<file path="config.mk">
export PLATFORM = sky130hd
export DESIGN_NAME = trigger_line_source_control
export DESIGN_NICKNAME = d
export VERILOG_FILES = /design/src/trig_src_pkg.sv /design/src/ms_tick_if.sv /design/src/ms_timer.sv /design/src/trigger_line_source_control.sv
export SDC_FILE = /design/constraint.sdc
export NUM_CORES = 1
export LEC_CHECK = 0
export CAP_MARGIN = 30
export CORE_ASPECT_RATIO = 0.6
export CORE_MARGIN = 3
export CORE_UTILIZATION = 45
export DETAILED_ROUTE_END_ITERATION = 10
export DONT_BUFFER_PORTS = 1
export SETUP_SLACK_MARGIN = 0.2
export SLEW_MARGIN = 10
export SYNTH_ARGS = -nofsm -noshare
export SYNTH_HDL_FRONTEND = slang
export SYNTH_HIERARCHICAL = 1
export SYNTH_SLANG_ARGS = --single-unit
</file>
<file path="constraint.sdc">
create_clock -name core_clk -period 5.4 [get_ports core_clk]
set_clock_uncertainty 0.1 [all_clocks]
set_input_delay 0 -clock core_clk [delete_from_list [all_inputs] [get_ports core_clk]]
set_output_delay 0 -clock core_clk [all_outputs]
set_load 0.03 [all_outputs]
</file>
<file path="src/trig_src_pkg.sv">
package trig_src_pkg;

  // Line selector values
  localparam logic [15:0] SEL_TTL_FIRST   = 16'h0000;
  localparam logic [15:0] SEL_TTL_LAST    = 16'h0007;
  localparam logic [15:0] SEL_ECL_FIRST   = 16'h0008;
  localparam logic [15:0] SEL_ECL_LAST    = 16'h000D;
  localparam logic [15:0] SEL_GPIO_FIRST  = 16'h0028;
  localparam logic [15:0] SEL_GPIO_LAST   = 16'h0031;
  localparam logic [15:0] SEL_COUNTER     = 16'h0032;
  localparam logic [15:0] SEL_TICK        = 16'h003C;
  localparam logic [15:0] SEL_ALL_LINES   = 16'hFFFF;

  // Source protocol codes
  localparam logic [15:0] PROT_ON         = 16'h0000;
  localparam logic [15:0] PROT_OFF        = 16'h0001;
  localparam logic [15:0] PROT_START      = 16'h0002;
  localparam logic [15:0] PROT_STOP       = 16'h0003;
  localparam logic [15:0] PROT_SYNC       = 16'h0004;
  localparam logic [15:0] PROT_SEMI       = 16'h0005;
  localparam logic [15:0] PROT_ASYNC      = 16'h0006;
  localparam logic [15:0] PROT_SEMI_ACK   = 16'h0007;
  localparam logic [15:0] PROT_ASYNC_ACK  = 16'h0008;
  localparam logic [15:0] PROT_ABORT      = 16'hFFFF;

  // Assertion mode bit positions and legal mask
  localparam int          MODE_FALL_BIT   = 0;
  localparam int          MODE_ASYNC_BIT  = 1;
  localparam int          MODE_SEMI_BIT   = 2;
  localparam logic [15:0] MODE_LEGAL_MASK = 16'h0007;

  // Return status codes
  localparam logic [15:0] ST_OK           = 16'h0000;
  localparam logic [15:0] ST_BAD_LINE     = 16'hFFFD;  // -3
  localparam logic [15:0] ST_PROT_UNSUP   = 16'hFFFB;  // -5
  localparam logic [15:0] ST_TIMEOUT      = 16'hFFFA;  // -6
  localparam logic [15:0] ST_IN_USE       = 16'hFFF9;  // -7
  localparam logic [15:0] ST_BAD_MODE     = 16'hFFF6;  // -10
  localparam logic [15:0] ST_NOT_CONFIG   = 16'hFFF4;  // -12
  localparam logic [15:0] ST_INCOMPLETE   = 16'hFFF1;  // -15
  localparam logic [15:0] ST_ACK_PENDING  = 16'hFFF0;  // -16

  // Resource counts
  localparam int          NUM_TRIG        = 14;
  localparam int          NUM_GPIO        = 10;
  localparam int          NUM_IRQ_SRC     = 16;
  localparam int          IRQ_COUNTER_BIT = 14;
  localparam int          IRQ_TICK_BIT    = 15;

  // Timing: one millisecond of core clock
  localparam int          CLK_MHZ         = 250;
  localparam int          MS_IN_US        = 1000;
  localparam int          CYCLES_PER_MS   = CLK_MHZ * MS_IN_US;

  // Source operation states
  typedef enum logic [1:0] {ST_IDLE, ST_WAIT_EDGE, ST_PULSE, ST_WAIT_ACK} src_state_t;

endpackage

</file>
<file path="src/ms_tick_if.sv">
`timescale 1ns/1ps
`default_nettype none

// Millisecond tick shared between timer and source engine
interface ms_tick_if;
  logic tick;
  logic run;
  modport timer (input run, output tick);
  modport user  (output run, input tick);
endinterface // ms_tick_if

`default_nettype wire

</file>
<file path="src/ms_timer.sv">
`timescale 1ns/1ps
`default_nettype none

module ms_timer
  import trig_src_pkg::*;
#(
  parameter int CYCLES_MS = CYCLES_PER_MS
) (
  // Clock and reset
  input  wire logic core_clk,
  input  wire logic rst,
  // Tick carrier
  ms_tick_if.timer  tk
);

  logic [31:0] count;

  // Prescaler restarts whenever the wait is idle so each ms is whole
  always_ff @(posedge core_clk or posedge rst) begin
    if (rst) begin
      count   <= 32'h00000000;
      tk.tick <= 1'b0;
    end else if (!tk.run) begin
      count   <= 32'h00000000;
      tk.tick <= 1'b0;
    end else if (count == 32'(CYCLES_MS - 1)) begin
      count   <= 32'h00000000;
      tk.tick <= 1'b1;
    end else begin
      count   <= count + 32'h00000001;
      tk.tick <= 1'b0;
    end
  end

endmodule // ms_timer

`default_nettype wire

</file>
<file path="src/trigger_line_source_control.sv">
// What this block does
// - Selector 0-7 picks TTL lines, 8-13 picks ECL lines.
// - Selector 40-49 picks GPIO 0-9; only ON, OFF, START, STOP, SYNC.
// - Selector 50 counter, 60 tick timers; only SYNC and SEMI-SYNC.
// - Protocol codes: 0 ON,1 OFF,2 START,3 STOP,4 SYNC,5 SEMI,6 ASYNC.
// - Codes 7 and 8 source SEMI/ASYNC then wait for acknowledge.
// - Protocol all ones aborts a pending acknowledge wait.
// - No acknowledge within timeout milliseconds ends wait with timeout status.
// - New request during outstanding acknowledge refused with pending status.
// - Request on a line claimed elsewhere refused with in-use status.
// - Request on unconfigured line refused with not-configured status.
// - Request while previous operation unfinished refused with incomplete status.
// - Mode bit 0 picks falling CLK10 edge when set, rising when clear.
// - Configuration selector all ones applies to every TTL and ECL line.
// - Mode bit 1 passes through asynchronously; clear syncs every protocol except ON and OFF to CLK10 edge.
// - Mode bit 2 enables SEMI-SYNC participation with external acknowledge; only stored in cfg_semi_part, the engine never reads it.
// - Mode values with reserved bits rejected with invalid-mode status.
// - Sixteen-bit interrupt select: 0-13 lines, 14 counter, 15 tick timers.
`timescale 1ns/1ps
`default_nettype none

module trigger_line_source_control
  import trig_src_pkg::*;
#(
  parameter int CYCLES_MS = CYCLES_PER_MS
) (
  // Clock and reset
  input  wire logic                   core_clk,
  input  wire logic                   rst,
  // Backplane reference clock, sampled as a level
  input  wire logic                   clk10,
  // Source request
  input  wire logic                   src_req,
  input  wire logic [15:0]            src_line,
  input  wire logic [15:0]            src_prot,
  input  wire logic [31:0]            src_timeout_ms,
  // Assertion configuration request
  input  wire logic                   cfg_req,
  input  wire logic [15:0]            cfg_line,
  input  wire logic [15:0]            cfg_mode,
  // Per-line enables and claims from neighbouring logic
  input  wire logic [NUM_TRIG-1:0]    trig_src_enable,
  input  wire logic [NUM_GPIO-1:0]    gpio_src_enable,
  input  wire logic [NUM_TRIG-1:0]    trig_claimed,
  input  wire logic                   cntr_busy,
  input  wire logic                   tick_busy,
  // Trigger line levels and acknowledge
  input  wire logic [NUM_TRIG-1:0]    trig_in,
  input  wire logic                   ext_ack,
  // Interrupt source selection
  input  wire logic                   irq_sel_we,
  input  wire logic [NUM_IRQ_SRC-1:0] irq_sel_wdata,
  // Trigger line drive (open-collector style)
  output logic      [NUM_TRIG-1:0]    trig_out,
  output logic      [NUM_TRIG-1:0]    trig_oe,
  output logic      [NUM_GPIO-1:0]    gpio_out,
  output logic      [NUM_GPIO-1:0]    gpio_oe,
  output logic                        cntr_start,
  output logic                        tick_start,
  // Status
  output logic                        done,
  output logic      [15:0]            status,
  output logic                        ack_pending,
  output logic      [NUM_TRIG-1:0]    cfg_fall_edge,
  output logic                        cfg_async,
  output logic      [NUM_TRIG-1:0]    cfg_semi_part,
  output logic      [NUM_IRQ_SRC-1:0] irq_sel
);

  ms_tick_if tk();

  ms_timer #(.CYCLES_MS(CYCLES_MS)) u_timer (
    .core_clk (core_clk),
    .rst      (rst),
    .tk       (tk.timer)
  );

  src_state_t  state;
  logic        clk10_q;
  logic        edge_rise;
  logic        edge_fall;
  logic [15:0] act_line;
  logic [15:0] act_prot;
  logic [31:0] ms_left;
  logic        ack_wait;
  logic        ack_q;
  logic        is_trig;
  logic        is_gpio;
  logic        is_cntr;
  logic        is_tick;
  logic [3:0]  trig_idx;
  logic [3:0]  gpio_idx;
  logic [15:0] next_check;
  logic        act_trig;
  logic [3:0]  act_idx;
  logic        edge_hit;

  // Edge detection on CLK10 sampled by core clock
  // CLK10 is far slower, so one sample per half period is plenty
  // Reset loads clk10_q low, so a CLK10 high at reset release shows a false rising edge
  always_ff @(posedge core_clk or posedge rst) begin
    if (rst) begin
      clk10_q <= 1'b0;
      ack_q   <= 1'b0;
    end else begin
      clk10_q <= clk10;
      ack_q   <= ext_ack;
    end
  end
  assign edge_rise = clk10 & ~clk10_q;
  assign edge_fall = ~clk10 & clk10_q;

  assign is_trig  = (src_line <= SEL_ECL_LAST);
  assign is_gpio  = (src_line >= SEL_GPIO_FIRST) && (src_line <= SEL_GPIO_LAST);
  assign is_cntr  = (src_line == SEL_COUNTER);
  assign is_tick  = (src_line == SEL_TICK);
  assign trig_idx = src_line[3:0];
  assign gpio_idx = 4'(src_line - SEL_GPIO_FIRST);

  // Request checking; earlier checks take priority
  // Line and protocol faults come before enables and claims,
  // so a malformed request never reports a resource status
  always_comb begin
    next_check = ST_OK;
    if (!(is_trig || is_gpio || is_cntr || is_tick)) begin
      next_check = ST_BAD_LINE;
    end else if (src_prot > PROT_ASYNC_ACK) begin
      next_check = ST_BAD_LINE;
    end else if (is_gpio && src_prot > PROT_SYNC) begin
      next_check = ST_PROT_UNSUP;
    end else if ((is_cntr || is_tick) && src_prot != PROT_SYNC && src_prot != PROT_SEMI) begin
      next_check = ST_PROT_UNSUP;
    end else if ((is_trig && !trig_src_enable[trig_idx]) || (is_gpio && !gpio_src_enable[gpio_idx])) begin
      next_check = ST_NOT_CONFIG;
    end else if ((is_trig && trig_claimed[trig_idx]) || (is_cntr && cntr_busy) || (is_tick && tick_busy)) begin
      next_check = ST_IN_USE;
    end
  end

  assign act_trig    = (act_line <= SEL_ECL_LAST);
  assign act_idx     = act_line[3:0];
  assign edge_hit    = cfg_fall_edge[act_idx] ? edge_fall : edge_rise;
  assign tk.run      = ack_wait;

  // Source engine: one operation at a time
  // Abort ends only an acknowledge wait; in any other state it just answers done with OK status
  // Acknowledge wins over a timer tick falling in the same cycle
  always_ff @(posedge core_clk or posedge rst) begin
    if (rst) begin
      state       <= ST_IDLE;
      act_line    <= 16'h0000;
      act_prot    <= 16'h0000;
      ms_left     <= 32'h00000000;
      ack_wait    <= 1'b0;
      ack_pending <= 1'b0;
      done        <= 1'b0;
      status      <= ST_OK;
      cntr_start  <= 1'b0;
      tick_start  <= 1'b0;
    end else begin
      done       <= 1'b0;
      cntr_start <= 1'b0;
      tick_start <= 1'b0;
      if (src_req && src_prot == PROT_ABORT) begin
        if (ack_wait) begin
          ack_wait    <= 1'b0;
          ack_pending <= 1'b0;
          state       <= ST_IDLE;
        end
        done   <= 1'b1;
        status <= ST_OK;
      end else if (src_req && ack_wait) begin
        done   <= 1'b1;
        status <= ST_ACK_PENDING;
      end else if (src_req && state != ST_IDLE) begin
        done   <= 1'b1;
        status <= ST_INCOMPLETE;
      end else if (src_req && next_check != ST_OK) begin
        done   <= 1'b1;
        status <= next_check;
      end else if (src_req) begin
        act_line <= src_line;
        act_prot <= src_prot;
        ms_left  <= src_timeout_ms;
        if (is_cntr || is_tick) begin
          cntr_start <= is_cntr;
          tick_start <= is_tick;
          done       <= 1'b1;
          status     <= ST_OK;
        end else if (is_trig && !cfg_async && src_prot != PROT_ON && src_prot != PROT_OFF) begin
          state <= ST_WAIT_EDGE;
        end else begin
          state <= ST_PULSE;
        end
      end else begin
        case (state)
          ST_WAIT_EDGE: begin
            if (edge_hit) begin
              state <= ST_PULSE;
            end
          end
          ST_PULSE: begin
            if (act_prot == PROT_SEMI_ACK || act_prot == PROT_ASYNC_ACK) begin
              state       <= ST_WAIT_ACK;
              ack_wait    <= 1'b1;
              ack_pending <= 1'b1;
            end else begin
              state  <= ST_IDLE;
              done   <= 1'b1;
              status <= ST_OK;
            end
          end
          ST_WAIT_ACK: begin
            if (ack_q || (act_trig && trig_in[act_idx])) begin
              state       <= ST_IDLE;
              ack_wait    <= 1'b0;
              ack_pending <= 1'b0;
              done        <= 1'b1;
              status      <= ST_OK;
            end else if (tk.tick) begin
              // Timeout 0 and 1 both end at the first millisecond tick
              if (ms_left <= 32'h00000001) begin
                state       <= ST_IDLE;
                ack_wait    <= 1'b0;
                ack_pending <= 1'b0;
                done        <= 1'b1;
                status      <= ST_TIMEOUT;
              end else begin
                ms_left <= ms_left - 32'h00000001;
              end
            end
          end
          default: begin
            state <= ST_IDLE;
          end
        endcase
      end
    end
  end

  // Line drive per protocol; ON/START hold, SYNC/SEMI/ASYNC last one cycle, codes 7 and 8 hold until the acknowledge wait ends
  // Trigger lines are open-collector: trig_out stays low and only oe moves; GPIO lines drive gpio_out
  // A held ON/START line ignores other trigger lines but is released by a GPIO, counter or tick SYNC/SEMI request with its low four bits
  genvar gi;
  generate
    for (gi = 0; gi < NUM_TRIG; gi++) begin : g_trig
      always_ff @(posedge core_clk or posedge rst) begin
        if (rst) begin
          trig_oe[gi]  <= 1'b0;
          trig_out[gi] <= 1'b0;
        end else if (state == ST_PULSE && act_trig && act_idx == 4'(gi)) begin
          trig_out[gi] <= 1'b0;
          trig_oe[gi]  <= (act_prot == PROT_ON) || (act_prot == PROT_START) ||
                          (act_prot >= PROT_SYNC && act_prot <= PROT_ASYNC_ACK);
        end else if (trig_oe[gi] && act_idx == 4'(gi) && act_prot >= PROT_SYNC && state != ST_WAIT_ACK) begin
          // Release after pulse or acknowledge
          trig_oe[gi] <= 1'b0;
        end
      end
    end
    for (gi = 0; gi < NUM_GPIO; gi++) begin : g_gpio
      always_ff @(posedge core_clk or posedge rst) begin
        if (rst) begin
          gpio_oe[gi]  <= 1'b0;
          gpio_out[gi] <= 1'b0;
        end else if (state == ST_PULSE && act_line == SEL_GPIO_FIRST + 16'(gi)) begin
          gpio_oe[gi]  <= 1'b1;
          gpio_out[gi] <= (act_prot == PROT_ON) || (act_prot == PROT_START) || (act_prot == PROT_SYNC);
        end else if (gpio_oe[gi] && act_prot == PROT_SYNC && act_line == SEL_GPIO_FIRST + 16'(gi)) begin
          gpio_out[gi] <= 1'b0;
        end
      end
    end
  endgenerate

  // Assertion configuration
  // A source request in the same cycle wins; config must be retried
  // Async pass bit is global even when written through one line
  always_ff @(posedge core_clk or posedge rst) begin
    if (rst) begin
      cfg_fall_edge <= '0;
      cfg_async     <= 1'b0;
      cfg_semi_part <= '0;
    end else if (cfg_req && !src_req && (cfg_mode & ~MODE_LEGAL_MASK) == 16'h0000) begin
      if (cfg_line == SEL_ALL_LINES) begin
        cfg_fall_edge <= {NUM_TRIG{cfg_mode[MODE_FALL_BIT]}};
        cfg_async     <= cfg_mode[MODE_ASYNC_BIT];
        cfg_semi_part <= {NUM_TRIG{cfg_mode[MODE_SEMI_BIT]}};
      end else if (cfg_line <= SEL_ECL_LAST) begin
        cfg_fall_edge[cfg_line[3:0]] <= cfg_mode[MODE_FALL_BIT];
        cfg_async                    <= cfg_mode[MODE_ASYNC_BIT];
        cfg_semi_part[cfg_line[3:0]] <= cfg_mode[MODE_SEMI_BIT];
      end
    end
  end

  // Write replaces the whole vector; no read-modify-write needed
  // Interrupt source select
  always_ff @(posedge core_clk or posedge rst) begin
    if (rst) begin
      irq_sel <= '0;
    end else if (irq_sel_we) begin
      irq_sel <= irq_sel_wdata;
    end
  end

  // Configuration result is kept internally; no port or logic reads it out
  // An out-of-range line is flagged apart from a reserved mode bit
  // Reserved mode bits or out-of-range line
  logic cfg_bad;
  assign cfg_bad = cfg_req && !src_req && ((cfg_mode & ~MODE_LEGAL_MASK) != 16'h0000 ||
                   (cfg_line > SEL_ECL_LAST && cfg_line != SEL_ALL_LINES));
  logic [15:0] cfg_status;
  always_ff @(posedge core_clk or posedge rst) begin
    if (rst) begin
      cfg_status <= ST_OK;
    end else if (cfg_bad) begin
      cfg_status <= ((cfg_mode & ~MODE_LEGAL_MASK) != 16'h0000) ? ST_BAD_MODE : ST_BAD_LINE;
    end else if (cfg_req) begin
      cfg_status <= ST_OK;
    end
  end

endmodule // trigger_line_source_control

`default_nettype wire

</file>
==> metrics.yaml <==
sta:
  maxSlewViolCount: 0
  period_needed_ns: 4.38
  maxSlewHeadroom_pct: 31.9
  tns_ns: 0
  rsz0062_at_grt: "false"
  fin_ws_ns: 1.02
  tightest_slew_ns: 1.02
  finalSetupViolations: 0
  hold_viol_final: 0
  timing.fmax_mhz: 228
  period_share_pct: 81.2
synth:
  synth_warnings: 6
  synth_cell_types: 81
  synth_edf_count: 0
  async_reset_ff_share_pct: 100
  ys_ff_latch: 190
  synthCells: 1087
  synth-main-ff-cell: "dfrtp_1"
  synth.avg_cell_area_um2: 9.76
  yosysSeqAreaShare_pct: 44.8
  syn_area_um2: 10600
worst_hold_path:
  hold_path_depth: 1
  hold_end: "ack_q$_DFF_PP0_"
  hold_path_class: "in -> reg"
  min-delay-start: "ext_ack"
clock_tree:
  post_cts_resized: 0
  clock_sinks: 190
  cts_tree: "yes"
  path_clk_slew_ns: 0.08
  ctsRootBufferMaster: "clkbuf_16"
  clock_latency_ns: 0.44
  clock_path_buffers: 2
  postCtsSetupRepairBufs: 0
  cts_hold_repair.buffers: 99
  cts.htree.levels: 4
  numCtsBuffers: 17
placement:
  gp_congestion: 0.880
  dp_slack_ns: 1.42
  portBuffers: 0
  dp_hpwl_um: 23300
setup_path:
  crit_path_start_kind: "flip-flop"
  critPathCaptureType: "flip-flop"
  cp_max_fo: 12
  reg2reg_slack_ns: 1.02
  reg2reg_from: "state[0]$_DFFE_PP0P_"
  reg2reg_depth: 10
  cp_data_required_time_ns: 5.68
  timing.rr.end: "ms_left[17]$_DFFE_PP0P_"
  crit_arrival_ns: 4.66
  crit_type: "reg -> reg"
pwr:
  combPwrFrac_pct: 8.7
  total_power_mw: 3.01
  peakVddDrop_mv: 0.201
  power.switching_mw: 0.836
  p_sw_share_pct: 27.8
  p_per_area_nw_per_um2: 245
  seqPwrFrac_pct: 50.4
  pwr-share-clk_pct: 40.9
  p_leak_nw: 5.11
  intPower_mw: 2.18
layout:
  multi_input_area_um2: 5360
  num-fill-cells: 2027
  syn_to_final_growth_pct: 15.8
  drive_gt1_share_pct: 12.0
  nNetsFinal: 1332
  seq_area_um2: 4760
die:
  rows: 42
  die_w_um: 204
  die_area_um2: 25500
  num_io_pins: 286
  initial_utilization_pct: 47.0
  die_y_um: 125
  coreArea_um2: 22600
global_routing:
  grt_pass1_wl_um: 50800
  grt_busiest_layer: "met1"
  grt-ovfl-total: 0
  antenna_found_initial: 2
  grt_pass1_vias: 8492
  gr-usage-met2_pct: 36.0
  globalRouteMet1Util_pct: 39.8
  grtUsageTotal_pct: 25.3
  grt_max_degree: 88
  met3_usage_pct: 4.94
detailed_routing:
  drt_iter0_drc: 871
  vias_per_cell: 6.21
  drc: 0
  vias: 9147
  drt_pass1_iterations: 6
  wire_per_inst_um: 22.2
  ant_nets: 0
  drt-total-wl_um: 32700
run_status:
  outcome: "completed"
run:
  maxCapViolations: 0
## cell families (layout without fill, tap and decap cells)
| logic type | Yosys count | count (layout) | synth area share, % |
|---|---|---|---|
| other | 1 | 15 | 0.0353 |
| AND/OR/NAND/NOR | 398 | 398 | 20.4 |
| adder cells (fa/ha/maj) | 7 | 7 | 0.825 |
| flip-flops | 190 | 190 | 44.8 |
| buffers and inverters | 106 | 171 | 5.17 |
| AO/OA/AOI/OAI | 287 | 287 | 17.6 |
| XOR/XNOR | 14 | 14 | 1.16 |
| multiplexers | 84 | 84 | 10.1 |
## through the flow
step / hold WS (ns) / util (%) / area, µm² / std cells
3_5_place_dp: -0.284 / 47.3 / 10700 / 1339
2_1_floorplan: -0.0686 / - / 10700 / 1100
3_3_place_gp: -0.0834 / 47.2 / 10700 / 1336
6_report: 0.0371 / 54.4 / 12300 / 1474
5_1_grt: 0.0227 / 54.4 / 12300 / 1473
4_1_cts: 0.0155 / 54.3 / 12300 / 1470
## power by group through the flow
stage,Clock [mW],Combinational [mW],Sequential [mW]
finish,1.23,0.261,1.52
global route,1.32,0.285,1.52
CTS,1.26,0.256,1.52
detailed placement,0,0.182,1.55
global placement,0,0.178,1.55
floorplan,0,0.197,1.52
## synth_stat cells, drive strengths merged, types with 5 or more instances
cell	number	area share (%)
dfrtp	190	45
o21ai	103	5.0
nor2	85	3.0
nand2	61	2.2
a21oi	59	2.8
mux2	57	6.1
buf	43	2.9
clkbuf	35	1.2
nor3	34	1.7
nand3	33	1.6
nand4	33	2.1
nor4	32	1.9
and2	30	1.8
inv	28	0.99
o21a	16	1.2
o31ai	16	1.3
or3	16	0.99
or4	16	1.2
mux2i	15	1.4
nand2b	14	0.83
mux4	12	2.5
and4	9	0.74
xor2	9	0.74
a211oi	8	0.57
nor2b	8	0.47
or2	8	0.50
a31oi	7	0.41
ha	7	0.83
o211ai	7	0.50
o22ai	7	0.41
o311ai	6	0.57
a21o	5	0.35
a221oi	5	0.41
and3	5	0.29
xnor2	5	0.41
## how the worst max path moves through the flow
stage / start / to / slack (ns) / cells after the start
2_1_floorplan: rst / ack_pending$_DFFE_PP0P_ / 1.07 / 1
3_3_place_gp: act_line[0]$_DFFE_PP0P_ / ms_left[1]$_DFFE_PP0P_ / 1.51 / 7
3_5_place_dp: act_line[0]$_DFFE_PP0P_ / ms_left[1]$_DFFE_PP0P_ / 1.42 / 7
4_1_cts: act_line[0]$_DFFE_PP0P_ / ms_left[17]$_DFFE_PP0P_ / 0.92 / 9
5_1_grt: act_line[0]$_DFFE_PP0P_ / ms_left[17]$_DFFE_PP0P_ / 0.79 / 10
6_report: state[0]$_DFFE_PP0P_ / ms_left[17]$_DFFE_PP0P_ / 1.02 / 10
## flip-flops by register name, summed over array words and instances, names as in the netlist, 2 cells and up
register	count
act_line	16
act_prot	16
cfg_fall_edge	14
cfg_semi_part	14
gpio_oe	10
gpio_out	10
irq_sel	16
ms_left	32
state	2
status	5
trig_oe	14
u_timer/count	32
## cell usage in the layout (no fill, tap or decap), types with 15 or more instances in the layout
master / synthesis / routed
nand3_1: 33 / 33
or3_1: 15 / 15
and2_1: 30 / 30
nor4_1: 32 / 32
mux2_2: 55 / 55
nand2_1: 61 / 61
dfrtp_1: 190 / 189
nor3_1: 33 / 33
or4_1: 15 / 15
mux2i_1: 15 / 15
o21ai_0: 100 / 100
inv_1: 28 / 27
o21a_1: 15 / 15
clkbuf_16: 0 / 17
dlygate4sd3_1: 0 / 98
nand4_1: 31 / 31
a21oi_1: 59 / 59
nor2_1: 85 / 85
## metal layers
layer / share of wire (%) / up-vias
met1: 48 / 4532
met4: 1.7 / 2
met5: 0.040 / -
li1: - / 4184
met2: 43 / 389
met3: 7.2 / 40
## final cells by class
type	instances	area share, %
multi-input cells	804	43.6
flip-flops and latches	190	38.7
repair buffers	111	9.08
clock buffers	18	3.57
well taps	308	3.13
clock inverters	14	1.01
inverters	28	0.896
diodes	1	0.0204
## worst max-delay path, stage by stage (launching register included)
cell	delay, ns
dfrtp_1	0.41
inv_1	0.11
ha_1	0.19
nor2b_1	0.19
o41a_1	0.58
nand2_1	0.53
nor3_1	0.77
a22oi_1	0.21
dlygate4sd3_1	0.59
nand2_1	0.06
dlygate4sd3_1	0.56
No activity file was read; power rests on OpenSTA's default activity.
